[src/cisr_pkg.sv]
// shared constants, state codes and carrier types of the clock input supervisor
package cisr_pkg;
	// register byte offsets
	localparam logic [3:0] OFF_CONTROL = 4'h0;
	localparam logic [3:0] OFF_STATUS = 4'h4;
	// control field positions and reset values
	localparam int CTL_INHIBIT_BIT = 0;
	localparam int CTL_LAMP_LO = 4;
	localparam int CTL_LAMP_HI = 5;
	localparam logic CTL_INHIBIT_RST = 1'h0;
	// status field positions
	localparam int ST_CLK_GOOD_BIT = 0;
	localparam int ST_OSC_BIT = 1;
	localparam int ST_REF_BIT = 2;
	localparam int ST_LOCK_BIT = 3;
	localparam int ST_SEL_KEEP_BIT = 4;
	localparam int ST_SEL_GEN_BIT = 5;
	localparam int ST_FSM_LO = 8;
	localparam int ST_FSM_HI = 10;
	// lamp mode codes
	localparam logic [1:0] LAMP_CLK = 2'h0;
	localparam logic [1:0] LAMP_CLK_OSC = 2'h1;
	// bus responses
	localparam logic [1:0] RESP_OKAY = 2'h0;
	localparam logic [1:0] RESP_SLVERR = 2'h2;
	localparam logic [31:0] WORD_ZERO = 32'h0000_0000;
	// supervision timing: window to judge activity, patience in keepalive
	localparam int CLK_PERIOD_NS = 10;
	localparam int WINDOW_NS = 640;
	localparam int KEEPALIVE_TIMEOUT_NS = 20000;
	localparam int WINDOW_CYC = (WINDOW_NS + CLK_PERIOD_NS - 1) / CLK_PERIOD_NS;
	localparam int KEEPALIVE_TIMEOUT_CYC = KEEPALIVE_TIMEOUT_NS / CLK_PERIOD_NS;
	// reported state codes
	localparam logic [2:0] CODE_RESET = 3'h0;
	localparam logic [2:0] CODE_START = 3'h1;
	localparam logic [2:0] CODE_KEEP = 3'h2;
	localparam logic [2:0] CODE_TIMEOUT = 3'h3;
	localparam logic [2:0] CODE_WAIT1 = 3'h4;
	localparam logic [2:0] CODE_WAIT2 = 3'h5;
	localparam logic [2:0] CODE_WAIT3 = 3'h6;
	localparam logic [2:0] CODE_GOOD = 3'h7;

	// supervision states, one-hot
	typedef enum logic [7:0] {
		ST_RESET = 8'h01,
		ST_START = 8'h02,
		ST_KEEP = 8'h04,
		ST_TIMEOUT = 8'h08,
		ST_WAIT1 = 8'h10,
		ST_WAIT2 = 8'h20,
		ST_WAIT3 = 8'h40,
		ST_GOOD = 8'h80
	} cisr_state_t;

	// generator status lines as one bundle
	typedef struct packed {
		logic lock;
		logic ref_ok;
		logic osc_ok;
	} cisr_gen_stat_t;

	// supervisor results as one bundle
	typedef struct packed {
		logic [2:0] fsm_code;
		logic sel_gen;
		logic sel_keep;
		logic clk_good;
	} cisr_sup_t;

	// state to reported code
	function automatic logic [2:0] state_code(input cisr_state_t s);
		case (s)
			ST_START: state_code = CODE_START;
			ST_KEEP: state_code = CODE_KEEP;
			ST_TIMEOUT: state_code = CODE_TIMEOUT;
			ST_WAIT1: state_code = CODE_WAIT1;
			ST_WAIT2: state_code = CODE_WAIT2;
			ST_WAIT3: state_code = CODE_WAIT3;
			ST_GOOD: state_code = CODE_GOOD;
			default: state_code = CODE_RESET;
		endcase
	endfunction
endpackage

[src/cisr_supervisor.sv]
// clock supervision state machine with generator clock activity check
`timescale 1ns/1ps
`default_nettype none
module cisr_supervisor #(
	parameter int WINDOW = cisr_pkg::WINDOW_CYC,
	parameter int TIMEOUT = cisr_pkg::KEEPALIVE_TIMEOUT_CYC
) (
	input wire logic clock,
	input wire logic sys_rst,
	input wire logic clock_en,
	input wire logic gen_clk,
	input wire logic inhibit,
	output var cisr_pkg::cisr_sup_t sup
);
	initial
	begin
		if (WINDOW < 4 || WINDOW > 65536 || TIMEOUT < WINDOW)
			$error("supervisor counts out of range");
	end

	logic gen_prev_r;
	logic seen_r;
	logic active_r;
	logic [15:0] win_r;
	logic [31:0] tmo_r;
	cisr_pkg::cisr_state_t state_r;
	cisr_pkg::cisr_state_t state_nxt;
	logic win_end;
	logic tmo_end;

	assign win_end = (win_r == 16'(WINDOW - 1));
	assign tmo_end = (tmo_r == 32'(TIMEOUT - 1));

	// activity: any edge of the generator clock inside each window
	always_ff @(posedge clock)
	begin
		if (sys_rst)
		begin
			gen_prev_r <= 1'b0;
			seen_r <= 1'b0;
			active_r <= 1'b0;
			win_r <= 16'h0000;
		end
		else if (clock_en)
		begin
			gen_prev_r <= gen_clk;
			win_r <= win_end ? 16'h0000 : win_r + 16'h0001;
			if (win_end)
			begin
				active_r <= seen_r || (gen_clk != gen_prev_r);
				seen_r <= 1'b0;
			end
			else if (gen_clk != gen_prev_r)
				seen_r <= 1'b1;
		end
	end

	// next state
	always_comb
	begin
		state_nxt = state_r;
		case (state_r)
			cisr_pkg::ST_RESET: if (!inhibit) state_nxt = cisr_pkg::ST_START;
			cisr_pkg::ST_START: state_nxt = cisr_pkg::ST_KEEP;
			cisr_pkg::ST_KEEP:
				if (inhibit)
					state_nxt = cisr_pkg::ST_RESET;
				else if (active_r)
					state_nxt = cisr_pkg::ST_TIMEOUT;
				else if (tmo_end)
					state_nxt = cisr_pkg::ST_START;
			cisr_pkg::ST_TIMEOUT: state_nxt = cisr_pkg::ST_WAIT1;
			cisr_pkg::ST_WAIT1: state_nxt = cisr_pkg::ST_WAIT2;
			cisr_pkg::ST_WAIT2: state_nxt = cisr_pkg::ST_WAIT3;
			cisr_pkg::ST_WAIT3: state_nxt = cisr_pkg::ST_GOOD;
			cisr_pkg::ST_GOOD: if (inhibit || !active_r) state_nxt = cisr_pkg::ST_RESET;
			default: state_nxt = cisr_pkg::ST_RESET;
		endcase
	end

	// state register and keepalive patience counter
	always_ff @(posedge clock)
	begin
		if (sys_rst)
		begin
			state_r <= cisr_pkg::ST_RESET;
			tmo_r <= 32'h0000_0000;
		end
		else if (clock_en)
		begin
			state_r <= state_nxt;
			tmo_r <= (state_r == cisr_pkg::ST_KEEP) ? tmo_r + 32'h0000_0001 : 32'h0000_0000;
		end
	end

	always_ff @(posedge clock)
	begin
		if (sys_rst)
			sup <= '0;
		else if (clock_en)
		begin
			sup.fsm_code <= cisr_pkg::state_code(state_nxt);
			sup.sel_keep <= (state_nxt == cisr_pkg::ST_KEEP);
			sup.sel_gen <= (state_nxt == cisr_pkg::ST_WAIT3) || (state_nxt == cisr_pkg::ST_GOOD);
			sup.clk_good <= (state_nxt == cisr_pkg::ST_GOOD);
		end
	end
endmodule
`default_nettype wire

[src/cisr_top.sv]
// clock input supervisor: register pair, status sync, lamp and sample clock
// Contract
// - inhibit bit set blocks generator sample clock
// - lamp select field reads back, writable
// - lamp mode 00 shows clock good
// - mode 01 adds oscillator valid
// - modes 10,11 need all four conditions
// - lamp output driven active low
// - status bits 3:1 show generator lines
// - status bits 10:8 show state, reset zero
// - codes 000 reset,001 start,010 keep,011 timeout
// - codes 100 wait1, 101 wait2
// - codes 110 wait3, 111 good
// - status bit 5 is generator select
// - status bit 4 is keepalive select
// - status bit 3 is lock
// - status bit 2 is reference valid
// - status bit 1 is oscillator valid
// - status bit 0 is clock good
`timescale 1ns/1ps
`default_nettype none
module cisr_top #(
	parameter int WINDOW = cisr_pkg::WINDOW_CYC,
	parameter int TIMEOUT = cisr_pkg::KEEPALIVE_TIMEOUT_CYC
) (
	input wire logic clock,
	input wire logic sys_rst,
	input wire logic clock_en,
	input wire logic [1:0] lamp_mode_init,
	input wire logic gen_clk,
	input wire cisr_pkg::cisr_gen_stat_t gen_stat,
	output logic sample_clk,
	output logic led_n,
	output logic clk_good,
	input wire logic [3:0] s_axi_awaddr,
	input wire logic s_axi_awvalid,
	output logic s_axi_awready,
	input wire logic [31:0] s_axi_wdata,
	input wire logic [3:0] s_axi_wstrb,
	input wire logic s_axi_wvalid,
	output logic s_axi_wready,
	output logic [1:0] s_axi_bresp,
	output logic s_axi_bvalid,
	input wire logic s_axi_bready,
	input wire logic [3:0] s_axi_araddr,
	input wire logic s_axi_arvalid,
	output logic s_axi_arready,
	output logic [31:0] s_axi_rdata,
	output logic [1:0] s_axi_rresp,
	output logic s_axi_rvalid,
	input wire logic s_axi_rready
);
	logic inhibit_r;
	logic [1:0] lamp_r;
	cisr_pkg::cisr_gen_stat_t stat_meta_r;
	cisr_pkg::cisr_gen_stat_t stat_r;
	cisr_pkg::cisr_sup_t sup;
	logic keep_clk_r;
	logic lamp_ok;
	logic wr_go;
	logic rd_go;
	logic [31:0] status_word;
	logic [31:0] control_word;

	always_ff @(posedge clock)
	begin
		if (sys_rst)
		begin
			stat_meta_r <= '0;
			stat_r <= '0;
		end
		else if (clock_en)
		begin
			stat_meta_r <= gen_stat;
			stat_r <= stat_meta_r;
		end
	end

	cisr_supervisor #(
		.WINDOW(WINDOW),
		.TIMEOUT(TIMEOUT)
	) u_sup (
		.clock(clock),
		.sys_rst(sys_rst),
		.clock_en(clock_en),
		.gen_clk(gen_clk),
		.inhibit(inhibit_r),
		.sup(sup)
	);

	always_comb
	begin
		control_word = cisr_pkg::WORD_ZERO;
		control_word[cisr_pkg::CTL_INHIBIT_BIT] = inhibit_r;
		control_word[cisr_pkg::CTL_LAMP_HI:cisr_pkg::CTL_LAMP_LO] = lamp_r;
		status_word = cisr_pkg::WORD_ZERO;
		status_word[cisr_pkg::ST_FSM_HI:cisr_pkg::ST_FSM_LO] = sup.fsm_code;
		status_word[cisr_pkg::ST_SEL_GEN_BIT] = sup.sel_gen;
		status_word[cisr_pkg::ST_SEL_KEEP_BIT] = sup.sel_keep;
		status_word[cisr_pkg::ST_LOCK_BIT] = stat_r.lock;
		status_word[cisr_pkg::ST_REF_BIT] = stat_r.ref_ok;
		status_word[cisr_pkg::ST_OSC_BIT] = stat_r.osc_ok;
		status_word[cisr_pkg::ST_CLK_GOOD_BIT] = sup.clk_good;
	end

	// write channel takes address and data together
	assign wr_go = s_axi_awvalid && s_axi_wvalid && !s_axi_bvalid;
	assign s_axi_awready = wr_go;
	assign s_axi_wready = wr_go;
	assign rd_go = s_axi_arvalid && !s_axi_rvalid;
	assign s_axi_arready = rd_go;

	// control register; only low byte holds fields
	always_ff @(posedge clock)
	begin
		if (sys_rst)
		begin
			inhibit_r <= cisr_pkg::CTL_INHIBIT_RST;
			lamp_r <= lamp_mode_init;
		end
		else if (clock_en && wr_go && s_axi_awaddr == cisr_pkg::OFF_CONTROL && s_axi_wstrb[0])
		begin
			inhibit_r <= s_axi_wdata[cisr_pkg::CTL_INHIBIT_BIT];
			lamp_r <= s_axi_wdata[cisr_pkg::CTL_LAMP_HI:cisr_pkg::CTL_LAMP_LO];
		end
	end

	// write response; status is read-only and accepted silently
	always_ff @(posedge clock)
	begin
		if (sys_rst)
		begin
			s_axi_bvalid <= 1'b0;
			s_axi_bresp <= cisr_pkg::RESP_OKAY;
		end
		else if (clock_en)
		begin
			if (wr_go)
			begin
				s_axi_bvalid <= 1'b1;
				if (s_axi_awaddr == cisr_pkg::OFF_CONTROL || s_axi_awaddr == cisr_pkg::OFF_STATUS)
					s_axi_bresp <= cisr_pkg::RESP_OKAY;
				else
					s_axi_bresp <= cisr_pkg::RESP_SLVERR;
			end
			else if (s_axi_bready)
				s_axi_bvalid <= 1'b0;
		end
	end

	// read data path
	always_ff @(posedge clock)
	begin
		if (sys_rst)
		begin
			s_axi_rvalid <= 1'b0;
			s_axi_rdata <= cisr_pkg::WORD_ZERO;
			s_axi_rresp <= cisr_pkg::RESP_OKAY;
		end
		else if (clock_en)
		begin
			if (rd_go)
			begin
				s_axi_rvalid <= 1'b1;
				if (s_axi_araddr == cisr_pkg::OFF_CONTROL)
				begin
					s_axi_rdata <= control_word;
					s_axi_rresp <= cisr_pkg::RESP_OKAY;
				end
				else if (s_axi_araddr == cisr_pkg::OFF_STATUS)
				begin
					s_axi_rdata <= status_word;
					s_axi_rresp <= cisr_pkg::RESP_OKAY;
				end
				else
				begin
					s_axi_rdata <= cisr_pkg::WORD_ZERO;
					s_axi_rresp <= cisr_pkg::RESP_SLVERR;
				end
			end
			else if (s_axi_rready)
				s_axi_rvalid <= 1'b0;
		end
	end

	// lamp condition by mode
	always_comb
	begin
		if (lamp_r == cisr_pkg::LAMP_CLK)
			lamp_ok = sup.clk_good;
		else if (lamp_r == cisr_pkg::LAMP_CLK_OSC)
			lamp_ok = sup.clk_good && stat_r.osc_ok;
		else
			lamp_ok = sup.clk_good && stat_r.osc_ok && stat_r.ref_ok && stat_r.lock;
	end

	always_ff @(posedge clock)
	begin
		if (sys_rst)
			led_n <= 1'b1;
		else if (clock_en)
			led_n <= !lamp_ok;
	end

	// keepalive clock: half the bus clock
	always_ff @(posedge clock)
	begin
		if (sys_rst)
			keep_clk_r <= 1'b0;
		else if (clock_en)
			keep_clk_r <= !keep_clk_r;
	end

	// sample clock source, generator path gated by inhibit
	always_ff @(posedge clock)
	begin
		if (sys_rst)
			sample_clk <= 1'b0;
		else if (clock_en)
		begin
			if (sup.sel_gen && !inhibit_r)
				sample_clk <= gen_clk;
			else if (sup.sel_keep)
				sample_clk <= keep_clk_r;
			else
				sample_clk <= 1'b0;
		end
	end

	assign clk_good = sup.clk_good;
endmodule
`default_nettype wire

[config.mk]
export PLATFORM = sky130hd
export DESIGN_NAME = cisr_top
export DESIGN_NICKNAME = d
export VERILOG_FILES = /design/src/cisr_pkg.sv /design/src/cisr_supervisor.sv /design/src/cisr_top.sv
export SDC_FILE = /design/constraint.sdc
export NUM_CORES = 1
export LEC_CHECK = 0
export ABC_AREA = 0
export BUFFER_PORTS_ARGS = -buffer_cell sky130_fd_sc_hd__buf_2
export CELL_PAD_IN_SITES_DETAIL_PLACEMENT = 0
export CELL_PAD_IN_SITES_GLOBAL_PLACEMENT = 1
export CORE_ASPECT_RATIO = 0.6
export CORE_MARGIN = 2
export CORE_UTILIZATION = 36
export DETAILED_ROUTE_END_ITERATION = 6
export GPL_TIMING_DRIVEN = 0
export MAX_ROUTING_LAYER = met4
export PLACE_DENSITY_LB_ADDON = 0.1
export SYNTH_ARGS = -nofsm -noshare
export SYNTH_HDL_FRONTEND = slang
export SYNTH_SLANG_ARGS = --single-unit
export TNS_END_PERCENT = 100
[constraint.sdc]
create_clock -name clock -period 1.82 [get_ports clock]
set_clock_uncertainty 0.15 [all_clocks]
set_input_delay 0.364 -clock clock [delete_from_list [all_inputs] [get_ports clock]]
set_output_delay 0.364 -clock clock [all_outputs]
set_load 0.01 [all_outputs]
Word-level counts from Yosys, hierarchy flattened
Index checks and enable logic that the tools add are counted.

Logic and storage cells: 108. Flip-flop bits (word level): 115. Input port bits: 58.

Add/subtract/negate cells: 2. Reduce and logical (&&, ||, !) cells: 33. Mux-type cells: 26. Equal/unequal tests: 21.

Operator list (count): 8-bit case mux with 8 select lines (1); 8-bit 2-to-1 mux (5); 32-bit by 1-bit adder with 32-bit output (second input constant) (1); 32-bit by 11-bit equality test with 1-bit output (second input constant) (1); 32-bit 2-to-1 mux (1); 11-bit 2-to-1 mux (2); 3-bit case mux with 7 select lines (1); 16-bit by 1-bit adder with 16-bit output (second input constant) (1); 16-bit by 6-bit equality test with 1-bit output (second input constant) (1); 8-bit by 2-bit equality test with 1-bit output (second input constant) (2); 8-bit by 3-bit equality test with 1-bit output (second input constant) (2); 8-bit by 4-bit equality test with 1-bit output (second input constant) (2); 8-bit by 5-bit equality test with 1-bit output (second input constant) (2); 8-bit by 6-bit equality test with 1-bit output (second input constant) (2); 8-bit by 7-bit equality test with 1-bit output (second input constant) (2); 8-bit equality test (second input constant) (2); 16-bit 2-to-1 mux (1); 2-bit AND reduction (6); 1-bit logical AND (10); 1-bit 2-to-1 mux (10); 2-bit 2-to-1 mux (5); 4-bit by 3-bit equality test with 1-bit output (second input constant) (2); 8-bit by 1-bit equality test with 1-bit output (second input constant) (1); 4-bit logical NOT (2); other kinds (6) (17).

Logic depth before layout (Yosys ltp)
Word-level depth: 7. Mapped depth: 8.

By module
Synthesis repeated with hierarchy kept, for this count alone.

Cell total of the unflattened synthesis: 498. Area, all modules: 4307.9 µm².

By module, submodules not included: cisr_supervisor (instances 1, cells each 358, area an instance 3035.4 µm², sequential area each 1301.2 µm²); cisr_top (instances 1, cells each 140, area an instance 1272.5 µm², sequential area each 520.5 µm²).

Worst setup path before layout
Ideal clock, no wire load.

Kind: register to register. Start point: register u_sup.state_r[3]. End point: register, netlist name u_sup.sup[4]. Stages on the path, launching flop included: 7. Path buffers: 1. Data arrival time: 1.678 ns. Setup slack: -0.126 ns. Clock period less this slack: 1.946 ns. Required time: 1.551 ns. Path through: dfxtp_1 > buf_2 > or3_1 > or4_1 > o41ai_2 > nor4b_1 > o221a_1.

Cells in the longest elaborated chain, start to end: 6.

Ends and longest elaborated chain: start: declaration (line cisr_supervisor.sv:26) `cisr_pkg::cisr_state_t state_r;`; start signal: assignment (line cisr_supervisor.sv:86) `state_r <= cisr_pkg::ST_RESET;`; start signal: assignment (line cisr_supervisor.sv:91) `state_r <= state_nxt;`; 8-bit 2-to-1 mux (line cisr_supervisor.sv:70) `else if (tmo_end)`; 8-bit 2-to-1 mux (line cisr_supervisor.sv:68) `else if (active_r)`; 8-bit 2-to-1 mux (line cisr_supervisor.sv:66) `if (inhibit)`; 8-bit case mux with 8 select lines (*) (line cisr_supervisor.sv:62) `case (state_r)`; 8-bit equality test, or another cell as far along (line cisr_pkg.sv:72) `case (s)`; 3-bit case mux with 7 select lines (*) (line cisr_pkg.sv:72).

Mark *: on every way between the ends. The rest lies on a longest branch, timed or not. A chain may end at the register's enable or synchronous reset.

Worst setup path in the final report
Start point: register u_sup.state_r[3]. End point: register, netlist name u_sup.sup[3].

Cells in the longest elaborated chain, start to end: 6.

Ends and longest elaborated chain (line): 8-bit 2-to-1 mux (cisr_supervisor.sv:70); 8-bit 2-to-1 mux (cisr_supervisor.sv:68); 8-bit 2-to-1 mux (cisr_supervisor.sv:66); 8-bit case mux with 8 select lines (*) (cisr_supervisor.sv:62); 8-bit equality test, or another cell as far along (cisr_pkg.sv:72); 3-bit case mux with 7 select lines (*) (cisr_pkg.sv:72).

Marks and branches as above.

==> flow_summary.yaml <==
yosys:
  synth_top_area_share: 0.392
  yosys_warnings: 0
  synth_cells: 529
  async_reset_ff_frac: 0
  synth-seq-area-share: 0.405
  yosysMostFrequentCell: "dfxtp_1"
  avgSynthCellArea_sq_um: 8.50
  netlist_top_cells_count: "dfxtp_1 (88), nor2_1 (77), nand2_1 (36), buf_4 (30), nor3_1 (23)"
  synth_area_leaders: "dfxtp_1 (39%), nor2_1 (6.4%), buf_4 (5.0%), xnor2_1 (4.3%), xor2_1 (3.5%)"
  synth.largest_area_cell: "dfxtp_1"
  synthesis.area_sq_um: 4490
  synth_edf_count: 2
  synth_ff_type: "dfxtp_1"
  ys_ff_latch: 90
  yosysUniqueCellTypes: 57
finish:
  syn_to_final_growth_pct: 38.6
  fin_nets: 700
  stdcell_count: 810
  drive_gt1_frac: 0.391
  diodes: 0
  design_area_sq_um: 6230
floorplanning:
  ios: 102
  row_count: 31
  dieWidth_microns: 148
  die_y_microns: 90.6
  start_util: 0.371
  die_area_sq_um: 13400
  core_area_sq_um: 12100
global_route:
  grt_pass1_vias: 3808
  antenna_found_initial: 0
  grt_pass1_wl_microns: 20200
  grt_overflow: 0
  grt.total_usage: 0.194
  grt_max_degree: 18
worst_setup_path:
  critPathLaunchType: "register"
  criticalPathCategory: "reg -> reg"
  cp_cell_sequence: "buf_6, or3_4, or4_4, o41ai_4, buf_4, nor3_4, nor3_2"
  worst_ep_arrival_time_ps: 2170
  r2r-start: "u_sup.state_r[3]$_SDFFE_PP0P_"
  crit_path_max_fanout: 6
  max_stage_delay_ps: 550
  cp.required_ps: 1940
  startpoint: "u_sup.state_r[3]$_SDFFE_PP0P_"
  setup.worst_path.end_class: "register"
  cpMaxStageDelayCell: "or4_4"
  cp_num_buf_inv: 2
  crit_cells: 7
  r2r_cells: 7
  cp_top_family: "simple AND/OR/NAND/NOR gates"
placement:
  placed_cells: 761
  dp_hpwl_microns: 8960
  io_buffers: 43
  place_area_sq_um: 5070
  gp_congestion: 0.879
  dp_slack_ps: -583
sta:
  finalCritPeriodShare: 1.13
  rsz0062_at_grt: "true"
  fmax_ghz: 0.488
  finalHoldViolCount: 0
  slew_viol_final: 0
  relSlewSlack: 0.491
  worst_slack_ps: -230
  setup_viol: 28
  period_needed_ps: 2050
  worst_pin_slew_ps: 764
  fin_hold_ws_ps: 114
detailed_routing:
  wl_per_cell_microns: 16.0
  wl_microns: 13000
  wl_met1_microns: 6920
  postRouteAntennaNets: 0
  wl_met3_microns: 684
  vias: 4212
  drt-pass1-iter-count: 5
  drtIter0Drc: 293
  top_layer_used: "met4"
  drc_errors: 0
  vias_per_cell: 5.20
  wl_met2_microns: 5210
outcome:
  violations: "setup timing"
  status: "finished with violations"
clocking:
  clkTransAtPathRegs_ps: 70
  cts.path.max_buffers: 2
  cts_tree: "done"
  clock_latency_ps: 340
  root_buffer: "clkbuf_16"
  cts_buffers: 9
  cts_max_level: 3
  clkSinkCount: 90
pwr:
  leakage_uw: 0.00235
  power.internal_uw: 3260
  p_clk_frac: 0.431
  vdd_drop_max_mv: 0.422
  p_total_uw: 4430
  p_per_area_nw_per_um2: 712
  p_seq_frac: 0.464
  power.switching_uw: 1170
  p_comb_frac: 0.106
  netSwitchingFraction: 0.264
hold_path:
  holdPathStages: 3
  hold_class: "in -> reg"
  min-delay-start: "gen_stat[2]"
job:
  cap_violations: 0
## power groups by stage
stage / Clock, uW / Combinational [uW] / Sequential (uW)
floorplan: 0 / 283 / 2090
global placement: 0 / 392 / 2100
detailed placement: 0 / 394 / 2100
CTS: 1940 / 422 / 2070
global route: 2030 / 510 / 2060
finish: 1910 / 468 / 2060
## cells in the final DEF (no fill, tap or decap), types with 15 or more instances in the layout
cell	count
nand4_1	22
nand2_1	36
dfxtp_1	59
dfxtp_2	18
buf_4	60
conb_1	25
xnor2_1	22
xor2_1	18
nor2_2	15
buf_2	43
nor2_1	58
a21oi_1	19
## worst paths after layout
| kind | endpoint | slack [ps] |
|---|---|---|
| worst min-delay path | stat_meta_r[2]$_SDFFE_PP0P_ | 110 |
| worst max-delay path | u_sup.sup[3]$_SDFFE_PP0P_ | -230 |
| worst min register to register | u_sup.active_r$_SDFFE_PP0P_ | 310 |
| worst max register to register | u_sup.sup[3]$_SDFFE_PP0P_ | -230 |
## timing repair
item	4_1_cts	5_1_grt
hold endpoints to repair	0	0
resized for setup	71	95
endpoints found under the setup margin	65	74
hold buffers	0	0
cloned	1	2
buffers inserted	8	26
pin swaps	28	38
## state kept, by name, indices dropped and copies added, names as in the netlist
register,cells
stat_r,3
sample_clk,1
stat_meta_r,3
keep_clk_r,1
led_n,1
s_axi_rdata,9
s_axi_rvalid,1
lamp_r,2
s_axi_rresp,1
s_axi_bvalid,1
u_sup.gen_prev_r,1
u_sup.tmo_r,32
inhibit_r,1
u_sup.seen_r,1
u_sup.sup,6
s_axi_bresp,1
u_sup.win_r,16
u_sup.state_r,8
u_sup.active_r,1
## worst register-to-register path: stages, from the launching register on
cell and delay, ps:
dfxtp_2 320, buf_6 130, or3_4 340, or4_4 550
o41ai_4 100, buf_4 200, nor3_4 40, nor3_2 160
## layer usage
layer  GRT usage  vias to the layer above
met5           -                        -
met4      0.0444                        0
met3      0.0444                       20
met2       0.249                      107
met1       0.302                     2022
li1            -                     2063
## through the flow
stage,utilization,setup TNS (ps)
final,0.515,-1990
after floorplan,-,-266
after global placement,0.419,-26580
after detailed placement,0.419,-26780
after CTS,0.471,-2610
after global routing,0.515,-4570
## logic make-up after synthesis
kind of cell               after synthesis  share of synthesized area
AOI/OAI and AO/OA                       67                      0.102
other                                    1                   0.000834
DFF                                     90                      0.405
xor gates and xnor gates                40                     0.0779
muxes                                   14                     0.0323
buffers and inverters                   64                     0.0799
adders and majority gates                2                    0.00557
and+or+nand+nor                        251                      0.296
## cell type report
| cell class | count | area, sq um |
|---|---|---|
| fill | 1157 | 5870 |
| multi-input combinational | 399 | 2870 |
| sequential | 90 | 1890 |
| clock inverter | 6 | 56.3 |
| inverter | 10 | 37.5 |
| timing repair buffer | 80 | 546 |
| clock buffer | 10 | 250 |
| buffer | 50 | 382 |
| tap | 165 | 206 |
No activity file was read; power rests on OpenSTA's default activity.
